[config.mk]
export PLATFORM = sky130hd
export DESIGN_NAME = rmii_port_interface
export DESIGN_NICKNAME = d
export VERILOG_FILES = /design/src/inc/rpi_pkg.sv /design/src/rtl/rpi_pair_buf.sv /design/src/rtl/rmii_port_interface.sv
export VERILOG_INCLUDE_DIRS = /design/src /design/src/inc
export SDC_FILE = /design/constraint.sdc
export NUM_CORES = 1
export LEC_CHECK = 0
export BUFFER_PORTS_ARGS = -buffer_cell sky130_fd_sc_hd__buf_4
export CAP_MARGIN = 20
export CORE_UTILIZATION = 35
export DETAILED_ROUTE_END_ITERATION = 8
export GPL_TIMING_DRIVEN = 0
export SLEW_MARGIN = 20
export SYNTH_ARGS = -nofsm -noshare
export SYNTH_HDL_FRONTEND = slang
export SYNTH_SLANG_ARGS = --single-unit
[constraint.sdc]
create_clock -name clk -period 2.1 [get_ports clk]
set_clock_uncertainty 0.2 [all_clocks]
set_input_delay 0.105 -clock clk [delete_from_list [all_inputs] [get_ports clk]]
set_output_delay 0.105 -clock clk [all_outputs]
set_load 0.02 [all_outputs]
[src/inc/rpi_cfg.svh]
// Purpose: Constants for the reduced media independent interface port.
// Assumes: Included once per compile unit by bare name.
// Notes: Counts are in cycles of the reference clock clk.
`ifndef RPI_CFG_SVH
`define RPI_CFG_SVH

// ----------------------------------------------------------------------
// Line timing
// ----------------------------------------------------------------------
`define RPI_SLOW_HOLD_LAST 4'h9
`define RPI_DIV_ZERO 4'h0
`define RPI_DIV_ONE 4'h1

// ----------------------------------------------------------------------
// Dibit and byte framing
// ----------------------------------------------------------------------
`define RPI_DIBIT_LAST 2'h3
`define RPI_DIBIT_FIRST 2'h0
`define RPI_DIBIT_STEP 2'h1
`define RPI_DIBIT_IDLE 2'h0
`define RPI_PREAMBLE_DIBIT 2'h1
`define RPI_BYTE_ZERO 8'h00

// ----------------------------------------------------------------------
// Receive buffer word layout
// ----------------------------------------------------------------------
`define RPI_WORD_W 10
`define RPI_WORD_LAST_BIT 9
`define RPI_WORD_ERR_BIT 8

`endif

[src/inc/rpi_pkg.sv]
// Purpose: Types shared by the reduced interface port files.
// Assumes: rpi_cfg.svh is on the include path.
// Notes: Holds types only; numbers live in the header.
`include "rpi_cfg.svh"

package rpi_pkg;
  typedef logic [1:0] rpi_dibit_t;
  typedef logic [7:0] rpi_byte_t;
  typedef logic [`RPI_WORD_W-1:0] rpi_word_t;
  typedef enum logic [1:0] {
    RPI_TX_IDLE,
    RPI_TX_SEND
  } rpi_tx_state_e;
  typedef enum logic [1:0] {
    RPI_RX_IDLE,
    RPI_RX_HUNT,
    RPI_RX_DATA
  } rpi_rx_state_e;
endpackage

[src/rtl/rpi_pair_buf.sv]
// Purpose: Two-entry buffer with valid and ready on both sides.
// Assumes: One clock, synchronous active-high reset.
// Notes: The head entry is a register, so read data leave a flop.
`timescale 1ns/1ps
`include "rpi_cfg.svh"

module rpi_pair_buf (
  // Clock and reset
  input wire logic clk,
  input wire logic sys_rst,
  // Filling side
  input wire logic in_valid,
  output logic in_ready,
  input wire rpi_pkg::rpi_word_t in_data,
  // Draining side
  output logic out_valid,
  input wire logic out_ready,
  output rpi_pkg::rpi_word_t out_data
);
  import rpi_pkg::*;

  logic head_v_q, head_v_d, spare_v_q, spare_v_d;
  rpi_word_t head_q, head_d, spare_q, spare_d;
  logic push, pop;

  // ----------------------------------------------------------------------
  // Next state
  // ----------------------------------------------------------------------
  // Ready depends only on the spare slot, so a full buffer stalls the source.
  assign in_ready = !spare_v_q;
  assign push = in_valid && in_ready;
  assign pop = head_v_q && out_ready;
  assign out_valid = head_v_q;
  assign out_data = head_q;

  always_comb begin
    head_v_d = head_v_q;
    head_d = head_q;
    spare_v_d = spare_v_q;
    spare_d = spare_q;
    if (pop) begin
      head_v_d = spare_v_q;
      head_d = spare_q;
      spare_v_d = 1'b0;
    end
    if (push) begin
      if (!head_v_d) begin
        head_v_d = 1'b1;
        head_d = in_data;
      end else begin
        spare_v_d = 1'b1;
        spare_d = in_data;
      end
    end
  end

  // ----------------------------------------------------------------------
  // Registers
  // ----------------------------------------------------------------------
  always_ff @(posedge clk) begin
    if (sys_rst) begin
      head_v_q <= 1'b0;
      spare_v_q <= 1'b0;
      head_q <= '0;
      spare_q <= '0;
    end else begin
      head_v_q <= head_v_d;
      spare_v_q <= spare_v_d;
      head_q <= head_d;
      spare_q <= spare_d;
    end
  end
endmodule // rpi_pair_buf

[src/rtl/rmii_port_interface.sv]
// Purpose: Reduced media independent interface of the third switch port.
// Assumes: clk is the shared reference clock; pins are synchronous to it.
// Notes: Errored frames are flagged toward the core, which discards them.
`timescale 1ns/1ps
`include "rpi_cfg.svh"

module rmii_port_interface (
  // Clock and reset
  input wire logic clk,
  input wire logic sys_rst,
  // Straps and mode
  input wire logic ref_clock_drive_strap,
  input wire logic freq_select_strap,
  input wire logic speed_10_sel,
  input wire logic half_duplex_sel,
  output logic strap_error,
  // Clock pins
  input wire logic crystal_input,
  output logic crystal_output,
  output logic ref_clock_output_pin,
  // Pins toward the partner
  output logic receive_valid_out,
  output rpi_pkg::rpi_dibit_t rxd_out,
  // Pins from the partner
  input wire logic tx_en_in,
  input wire rpi_pkg::rpi_dibit_t txd_in,
  input wire logic tx_err_in,
  // Port MAC egress stream
  input wire logic mac_tx_valid,
  output logic mac_tx_ready,
  input wire rpi_pkg::rpi_byte_t mac_tx_data,
  input wire logic mac_tx_last,
  // Port MAC ingress stream
  output logic mac_rx_valid,
  input wire logic mac_rx_ready,
  output rpi_pkg::rpi_byte_t mac_rx_data,
  output logic mac_rx_last,
  output logic mac_rx_err,
  output logic collision
);
  import rpi_pkg::*;

  // ----------------------------------------------------------------------
  // Straps and reference clock
  // ----------------------------------------------------------------------
  logic sel_q, sel_d, strap_err_q, strap_err_d, refo_q, refo_d, xo_q, xo_d;

  always_comb begin
    sel_d = sys_rst ? freq_select_strap : sel_q;
    strap_err_d = ref_clock_drive_strap != sel_q;
    // The output only toggles in the one legal driving combination.
    refo_d = (ref_clock_drive_strap && sel_q) ? !refo_q : 1'b0;
    // With the strap low the crystal pins are idle and the input clock rules.
    xo_d = ref_clock_drive_strap ? !crystal_input : 1'b0;
  end

  always_ff @(posedge clk) begin
    sel_q <= sel_d;
    if (sys_rst) begin
      strap_err_q <= 1'b0;
      refo_q <= 1'b0;
      xo_q <= 1'b0;
    end else begin
      strap_err_q <= strap_err_d;
      refo_q <= refo_d;
      xo_q <= xo_d;
    end
  end

  assign strap_error = strap_err_q;
  assign ref_clock_output_pin = refo_q;
  assign crystal_output = xo_q;

  // ----------------------------------------------------------------------
  // Line pacing
  // ----------------------------------------------------------------------
  function automatic logic [3:0] div_next(input logic [3:0] cur, input logic slow);
    div_next = (!slow || cur == `RPI_SLOW_HOLD_LAST) ? `RPI_DIV_ZERO : cur + `RPI_DIV_ONE;
  endfunction

  function automatic logic is_lead(input rpi_dibit_t d);
    is_lead = d == `RPI_PREAMBLE_DIBIT;
  endfunction

  // ----------------------------------------------------------------------
  // Egress serialiser, core toward partner
  // ----------------------------------------------------------------------
  rpi_tx_state_e tx_st_q, tx_st_d;
  logic [3:0] tx_div_q, tx_div_d;
  logic tx_tick;
  rpi_byte_t sh_q, sh_d, nxt_q, nxt_d;
  logic nxt_v_q, nxt_v_d, nxt_last_q, nxt_last_d, cur_last_q, cur_last_d;
  logic [1:0] tx_idx_q, tx_idx_d;
  logic rv_q, rv_d, rdy_q, rdy_d, col_q, col_d;
  rpi_dibit_t rxd_q, rxd_d;

  assign tx_tick = tx_div_q == `RPI_DIV_ZERO;

  always_comb begin
    tx_st_d = tx_st_q;
    tx_div_d = div_next(tx_div_q, speed_10_sel);
    sh_d = sh_q;
    nxt_d = nxt_q;
    nxt_v_d = nxt_v_q;
    nxt_last_d = nxt_last_q;
    cur_last_d = cur_last_q;
    tx_idx_d = tx_idx_q;
    rv_d = rv_q;
    rxd_d = rxd_q;
    if (rdy_q && mac_tx_valid) begin
      nxt_d = mac_tx_data;
      nxt_v_d = 1'b1;
      nxt_last_d = mac_tx_last;
    end
    if (tx_tick) begin
      case (tx_st_q)
        RPI_TX_IDLE: begin
          rv_d = 1'b0;
          rxd_d = `RPI_DIBIT_IDLE;
          if (nxt_v_q) begin
            tx_st_d = RPI_TX_SEND;
            rv_d = 1'b1;
            rxd_d = nxt_q[1:0];
            sh_d = nxt_q >> 2;
            cur_last_d = nxt_last_q;
            nxt_v_d = 1'b0;
            tx_idx_d = `RPI_DIBIT_STEP;
          end
        end
        RPI_TX_SEND: begin
          if (tx_idx_q != `RPI_DIBIT_FIRST) begin
            rxd_d = sh_q[1:0];
            sh_d = sh_q >> 2;
            tx_idx_d = tx_idx_q + `RPI_DIBIT_STEP;
          end else if (!cur_last_q && nxt_v_q) begin
            rxd_d = nxt_q[1:0];
            sh_d = nxt_q >> 2;
            cur_last_d = nxt_last_q;
            nxt_v_d = 1'b0;
            tx_idx_d = `RPI_DIBIT_STEP;
          end else begin
            // A late core byte ends the frame early; the far end sees a short frame.
            tx_st_d = RPI_TX_IDLE;
            rv_d = 1'b0;
            rxd_d = `RPI_DIBIT_IDLE;
          end
        end
        default: begin
          tx_st_d = RPI_TX_IDLE;
          rv_d = 1'b0;
          rxd_d = `RPI_DIBIT_IDLE;
        end
      endcase
    end
    rdy_d = !nxt_v_d;
    // No collision pin: transmit and carrier together in half duplex.
    col_d = half_duplex_sel && rv_q && tx_en_in;
  end

  always_ff @(posedge clk) begin
    if (sys_rst) begin
      tx_st_q <= RPI_TX_IDLE;
      tx_div_q <= `RPI_DIV_ZERO;
      sh_q <= `RPI_BYTE_ZERO;
      nxt_q <= `RPI_BYTE_ZERO;
      nxt_v_q <= 1'b0;
      nxt_last_q <= 1'b0;
      cur_last_q <= 1'b0;
      tx_idx_q <= `RPI_DIBIT_FIRST;
      rv_q <= 1'b0;
      rxd_q <= `RPI_DIBIT_IDLE;
      rdy_q <= 1'b0;
      col_q <= 1'b0;
    end else begin
      tx_st_q <= tx_st_d;
      tx_div_q <= tx_div_d;
      sh_q <= sh_d;
      nxt_q <= nxt_d;
      nxt_v_q <= nxt_v_d;
      nxt_last_q <= nxt_last_d;
      cur_last_q <= cur_last_d;
      tx_idx_q <= tx_idx_d;
      rv_q <= rv_d;
      rxd_q <= rxd_d;
      rdy_q <= rdy_d;
      col_q <= col_d;
    end
  end

  assign receive_valid_out = rv_q;
  assign rxd_out = rxd_q;
  assign mac_tx_ready = rdy_q;
  assign collision = col_q;

  // ----------------------------------------------------------------------
  // Ingress deserialiser, partner toward core
  // ----------------------------------------------------------------------
  rpi_rx_state_e rx_st_q, rx_st_d;
  logic [3:0] rx_div_q, rx_div_d;
  rpi_byte_t as_q, as_d, pend_q, pend_d;
  logic [1:0] rx_idx_q, rx_idx_d;
  logic pend_v_q, pend_v_d, err_q, err_d, push;
  rpi_word_t push_word, pop_word;
  logic buf_ready, rx_tick;

  // Sampling restarts at each frame so slow-rate pairs are caught once.
  assign rx_tick = rx_div_q == `RPI_DIV_ZERO;

  always_comb begin
    rx_st_d = rx_st_q;
    rx_div_d = tx_en_in ? div_next(rx_div_q, speed_10_sel) : `RPI_DIV_ZERO;
    as_d = as_q;
    pend_d = pend_q;
    pend_v_d = pend_v_q;
    rx_idx_d = rx_idx_q;
    err_d = err_q || (tx_en_in && tx_err_in);
    push = 1'b0;
    push_word = {1'b0, err_q, pend_q};
    case (rx_st_q)
      RPI_RX_IDLE: begin
        err_d = 1'b0;
        pend_v_d = 1'b0;
        if (tx_en_in) begin
          err_d = tx_err_in;
          // The pair that comes with the enable may already be the first data pair.
          if (is_lead(txd_in)) begin
            rx_st_d = RPI_RX_DATA;
            as_d = {txd_in, 6'h00};
            rx_idx_d = `RPI_DIBIT_STEP;
          end else begin
            rx_st_d = RPI_RX_HUNT;
          end
        end
      end
      RPI_RX_HUNT: begin
        if (!tx_en_in) begin
          rx_st_d = RPI_RX_IDLE;
        end else if (rx_tick && is_lead(txd_in)) begin
          rx_st_d = RPI_RX_DATA;
          as_d = {txd_in, 6'h00};
          rx_idx_d = `RPI_DIBIT_STEP;
        end
      end
      RPI_RX_DATA: begin
        if (!tx_en_in) begin
          rx_st_d = RPI_RX_IDLE;
          // A partial byte at frame end marks the frame errored.
          push = pend_v_q;
          push_word = {1'b1, err_q || rx_idx_q != `RPI_DIBIT_FIRST, pend_q};
        end else if (rx_tick) begin
          as_d = {txd_in, as_q[7:2]};
          rx_idx_d = rx_idx_q + `RPI_DIBIT_STEP;
          if (rx_idx_q == `RPI_DIBIT_LAST) begin
            push = pend_v_q;
            pend_d = {txd_in, as_q[7:2]};
            pend_v_d = 1'b1;
          end
        end
      end
      default: begin
        rx_st_d = RPI_RX_IDLE;
      end
    endcase
    // The wire cannot be stalled, so a refused byte before the last poisons the frame instead.
    if (push && !buf_ready) begin
      err_d = 1'b1;
    end
  end

  always_ff @(posedge clk) begin
    if (sys_rst) begin
      rx_st_q <= RPI_RX_IDLE;
      rx_div_q <= `RPI_DIV_ZERO;
      as_q <= `RPI_BYTE_ZERO;
      pend_q <= `RPI_BYTE_ZERO;
      pend_v_q <= 1'b0;
      rx_idx_q <= `RPI_DIBIT_FIRST;
      err_q <= 1'b0;
    end else begin
      rx_st_q <= rx_st_d;
      rx_div_q <= rx_div_d;
      as_q <= as_d;
      pend_q <= pend_d;
      pend_v_q <= pend_v_d;
      rx_idx_q <= rx_idx_d;
      err_q <= err_d;
    end
  end

  rpi_pair_buf u_rx_buf (
    .clk(clk),
    .sys_rst(sys_rst),
    .in_valid(push),
    .in_ready(buf_ready),
    .in_data(push_word),
    .out_valid(mac_rx_valid),
    .out_ready(mac_rx_ready),
    .out_data(pop_word)
  );

  assign mac_rx_data = pop_word[7:0];
  assign mac_rx_err = pop_word[`RPI_WORD_ERR_BIT];
  assign mac_rx_last = pop_word[`RPI_WORD_LAST_BIT];
endmodule // rmii_port_interface

== Word-level counts from Yosys, hierarchy flattened ==
Cells that the tools add are included.
Cells by class
  add/sub/neg operators: 4
  equality and inequality tests: 22
  mux-type cells: 70
  bitwise gates (word level): 3
  reduce and logical (&&, ||, !) cells: 42
Operators by type and width (count)
  8-bit 2-to-1 mux: 9
  10-bit 2-to-1 mux: 5
  2-bit 2-to-1 mux: 19
  1-bit 2-to-1 mux: 26
  2-bit inequality test, second input constant: 12
  8-bit one-hot mux with 3 select lines: 1
  8-bit one-hot mux with 2 select lines: 1
  4-bit AND reduction: 4
  2-bit one-hot mux with 2 select lines: 3
  2-bit one-hot mux with 3 select lines: 2
  1-bit logical AND: 10
  4-bit by 1-bit adder with 4-bit output, second input constant: 2
  4-bit == test, second input constant: 2
  4-bit zero test: 2
  1-bit one-hot mux with 2 select lines: 4
  2-bit nonzero test: 4
  7-bit AND reduction: 1
  2-bit by 1-bit == test with 1-bit output, second input constant: 3
  1-bit zero test: 6
  3-bit inequality test, second input constant: 2
  3-bit AND reduction: 2
  2-bit OR reduction: 3
  5-bit AND reduction: 1
  2-bit by 1-bit adder with 2-bit output, second input constant: 2
  other kinds (8): 15
Word-level totals
  register bits: 84
  output and inout bits: 19
  word-level logic and storage cells: 168

== Logic depth before layout (Yosys ltp) ==
  word-level depth: 7
  gate-level depth with buffers: 8

== Hierarchy ==
A second synthesis with hierarchy kept.
Unflattened totals
  cell total of the unflattened synthesis: 386
  area total of the unflattened synthesis: 3344.5 µm²
Modules (own cells, without submodules)
  rmii_port_interface: times used 1, cells each 272, area each 2369.8 µm², sequential area each 1151.1 µm²
  rpi_pair_buf: times used 1, cells each 114, area each 974.7 µm², sequential area each 440.4 µm²

== Worst setup path after synthesis ==
Ideal clock, no wire load.
  kind: flip-flop to flip-flop
  start: register rx_div_q[0]
  end: register as_q[6]
  library setup time: 0.072 ns
  arrival: 1.762 ns
  setup slack: 0.066 ns
  stages on the path, launching flop included: 8
  path buffers: 1
  cell sequence: dfxtp_1 > inv_1 > ha_1 > or3b_4 > or4_1 > buf_2 > nand2_4 > mux2i_1
On the way
  cells in the longest elaborated chain, start to end: 4
  elaborated cells on any way between the ends: 5
RTL lines
  start: declaration: RTL line rmii_port_interface.sv:199  | logic [3:0] rx_div_q, rx_div_d;
  start signal: assignment: RTL line rmii_port_interface.sv:273  | rx_div_q <= `RPI_DIV_ZERO;
  start signal: assignment: RTL line rmii_port_interface.sv:281  | rx_div_q <= rx_div_d;
  4-bit zero test (no line) (*)
  1-bit logical AND: RTL line rmii_port_interface.sv:238  | end else if (rx_tick && is_lead(txd_in)) begin
  2-bit inequality test (no line)
  7-bit AND reduction (no line) (*)
  end signal: assignment: RTL line rmii_port_interface.sv:274  | as_q <= `RPI_BYTE_ZERO;
  end signal: assignment: RTL line rmii_port_interface.sv:282  | as_q <= as_d;
  end: declaration: RTL line rmii_port_interface.sv:200  | rpi_byte_t as_q, as_d, pend_q, pend_d;
Mark *: on every way between the ends. The rest lies on a longest branch, timed or not.
A chain may end at the register's enable or synchronous reset.

== Final worst setup path ==
  start: register rx_div_q[1]
  end: register pend_q[7]
On the way
  cells in the longest elaborated chain, start to end: 2
RTL lines
  4-bit zero test (no line)
  4-bit AND reduction (no line)
  end signal: assignment: RTL line rmii_port_interface.sv:275  | pend_q <= `RPI_BYTE_ZERO;
  end signal: assignment: RTL line rmii_port_interface.sv:283  | pend_q <= pend_d;
  end: declaration: RTL line rmii_port_interface.sv:200
Every way passes these cells.

==> run metrics <==
outcome=completed; worst-skew pair later-pin latency=350 ps; TNS Setup=0 ps; worst endpoint data arrival time=about 2100 ps; GRT met1 Usage=between 20 and 25%; Top delay family on crit path=simple AND/OR/NAND/NOR gates; crit path capture type=flip-flop; final net count=roughly 470; Final ANT Viol Nets=0; gpl congestion=between 0.7 and 0.8; Final setup viols=0; Cell Rows=35; gr usage total=roughly 16%; area of the multi-input gates=1660 sq um; Cell variety after synth=45; FF/Latch Area=around 1600 sq um; hold_ws=~33 ps; Post-Syn Nets=~390; antenna cells=0; Synth-to-Final Area Change=29.8%; Total Wirelength=7480 um; share of layout cells above drive strength 1=roughly a fifth; Slowest-stage cell, CP=or4_4; RSZ-0062 raised after global routing=true; first-pass GRT wire length=about 13,000 um; die outline width=99.4 um; Vias per Instance=around 4.9; via count=between 2,000 and 3,000; peak supply drop=about 420 uV; Req. time, crit path=approximately 2100 ps; initial core utilization=~36%; largest net degree at the start of global routing=16; vias in the first global route=around 2,700; placed cell areas=3740 sq um; Leakage=around 1.7 nW; Final Hold Vio Count=0; CTS root buf=clkbuf_8; Util after Layout=46.8%; H-tree level count=3; grt ovf=0; DRC=0; FF+latch count, synth=79; Ports=a little over 40; mapped cell area=roughly 3300 sq um; total CTS buffers=9; first-pass detailed-route iteration total=4; initial DRC count=80; Max Slew Vio Count=0; CP Class=reg2reg; YS warnings=0; worst path bufs/invs=2; most frequent cells in the layout=dfxtp_1, nor2_1, buf_4; peak per-stage delay on the critical path=~450 ps; commonest non-fill, non-tap cell in the layout=dfxtp_1; IO Port Bufs=38; Routed WL per cell=13.5 um; Synth Instances=~360; register area share after synthesis=47.9%; pwr/cell area=roughly 700 nW/um^2; CP Launch Type=flip-flop; Clock Path Buffers=2; FILL cells=892; Final min period=2060 ps; Clock Sinks=79; die height=roughly 99 um; placed wire-length estimate=5060 um; Slew @ Worst Pin=between 600 and 700 ps; Fmax achieved=roughly 500 MHz; Final Instance Area=between 4000 and 5000 sq um; initial antenna violation count=0; CTS clk-pin slew, worst paths=approximately 90 ps; Hold Path Class=in2reg; die area=between 9000 and 10,000 sq um; slew margin rel.=57.1%; cells along the critical path=inv_2 > ha_4 > or3b_4 > or4_4 > buf_6 > mux2i_1 > nor2_1; critical path fanouts, max=5; Top Usage Layer GRT=met2; CORE AREA=between 9000 and 10,000 sq um; GR Util met3=~4.9%; Syn Area/Cell=approximately 9.2 sq um; GRT met2 Usage=between 20 and 30%; CTS tree=done; Max Cap Violations=0; final period utilization=a little over nine tenths
## what timing repair did
action                     in CTS  in global routing
setup endpoints to repair      33                 39
gates cloned                    2                  0
buffers inserted                3                  1
pin swaps                       1                  1
hold buffers                   21                  0
hold endpoints to repair       32                  0
resized for setup              17                 11
## worst register-to-register path: cells and delay by family, from the launching register on
family | cells | cell delay [ps]
buffers and inverters | 2 | 230
adders and majority gates | 1 | 130
muxes | 1 | 160
and+or+nand+nor | 3 | 890
DFF | 1 | 330
## Yosys cell counts, drive strengths merged
library cell	n	share of area, %
a221oi	2	0.53
nor2b	6	1.1
o21a	2	0.45
inv	15	1.7
a31oi	3	0.57
nand2	29	3.5
nand4bb	4	1.4
clkbuf	13	1.5
a21boi	2	0.45
nor2	49	5.5
o21bai	1	0.23
a211oi	17	4.0
a2111oi	1	0.26
nand2b	8	1.5
nand3b	4	0.90
o21ai	9	1.4
nand4	5	0.94
and2	1	0.19
nor3	5	0.75
dfxtp	78	47
a21o	1	0.23
o211ai	1	0.23
ha	10	3.8
or3b	4	1.1
mux2i	31	9.3
and3	3	0.57
a22oi	2	0.45
a21oi	24	3.6
or4	2	0.45
xor2	2	0.53
nor4	1	0.19
a211o	2	0.53
nand3	10	1.5
nor3b	3	0.68
xnor2	2	0.53
edfxtp	1	0.90
buf	9	1.5
## sequential cells by signal, indices dropped and copies added, names as in the netlist, 4 cells and up
signal and flops:
u_rx_buf.out_data 10, u_rx_buf.spare_q 10, nxt_q 8, pend_q 8, as_q 6, sh_q 6, rx_div_q 4, tx_div_q 4
## stage by stage
| step | cells | total power, W | worst slack, ps |
|---|---|---|---|
| after floorplan | 362 | 0.00174 | 66.5 |
| after global placement | 511 | 0.00183 | -50.6 |
| after detailed placement | 511 | 0.00184 | -91.6 |
| after CTS | 552 | 0.00304 | -8.74 |
| after global routing | 553 | 0.00315 | -35.8 |
| final | 553 | 0.00301 | 44.8 |
## cell families (layout without fill, tap and decap cells)
kind of cell    count (synthesis)  in the layout  synth area share [%]
simple gates                  134            134                  20.4
xor+xnor                        4              4                  1.06
flops                          79             79                  47.9
compound gates                 67             67                  12.9
buf+inv                        37            117                  4.64
fa+ha+maj                      10             10                  3.77
mux                            31             31                  9.35
## layer usage
layer | vias to the layer above | share of wire, %
met2 | 46 | 48
li1 | 1403 | -
met3 | 2 | 3.2
met5 | - | 0
met4 | 0 | 0.39
met1 | 1259 | 48
## power breakdown
part	leakage [nW]	switching, W	total (W)	internal [W]
Clock	0.0968	0.000601	0.00116	0.000564
Combinational	0.983	0.000149	0.000277	0.000129
Sequential	0.643	0.0000259	0.00157	0.00154
## path summary, 6_finish.rpt
check | cells after the start | from | end | slack, ps
setup / recovery | 7 | rx_div_q[1] | pend_q[7] | 40
hold / removal | 4 | mac_tx_valid | nxt_q[7] | 30
setup reg to reg | 7 | rx_div_q[1] | pend_q[7] | 40
hold reg to reg | 1 | ref_clock_output_pin | ref_clock_output_pin | 220
## cell type report
type | instances | area share, %
Sequential cell | 79 | 37.0
Clock inverter | 7 | 1.86
Multi-Input combinational cell | 246 | 38.6
Inverter | 15 | 1.31
Tap cell | 111 | 3.22
Buffer | 21 | 2.50
Clock buffer | 9 | 2.88
Timing Repair Buffer | 65 | 12.6
Power figures use the tool's default switching activity.
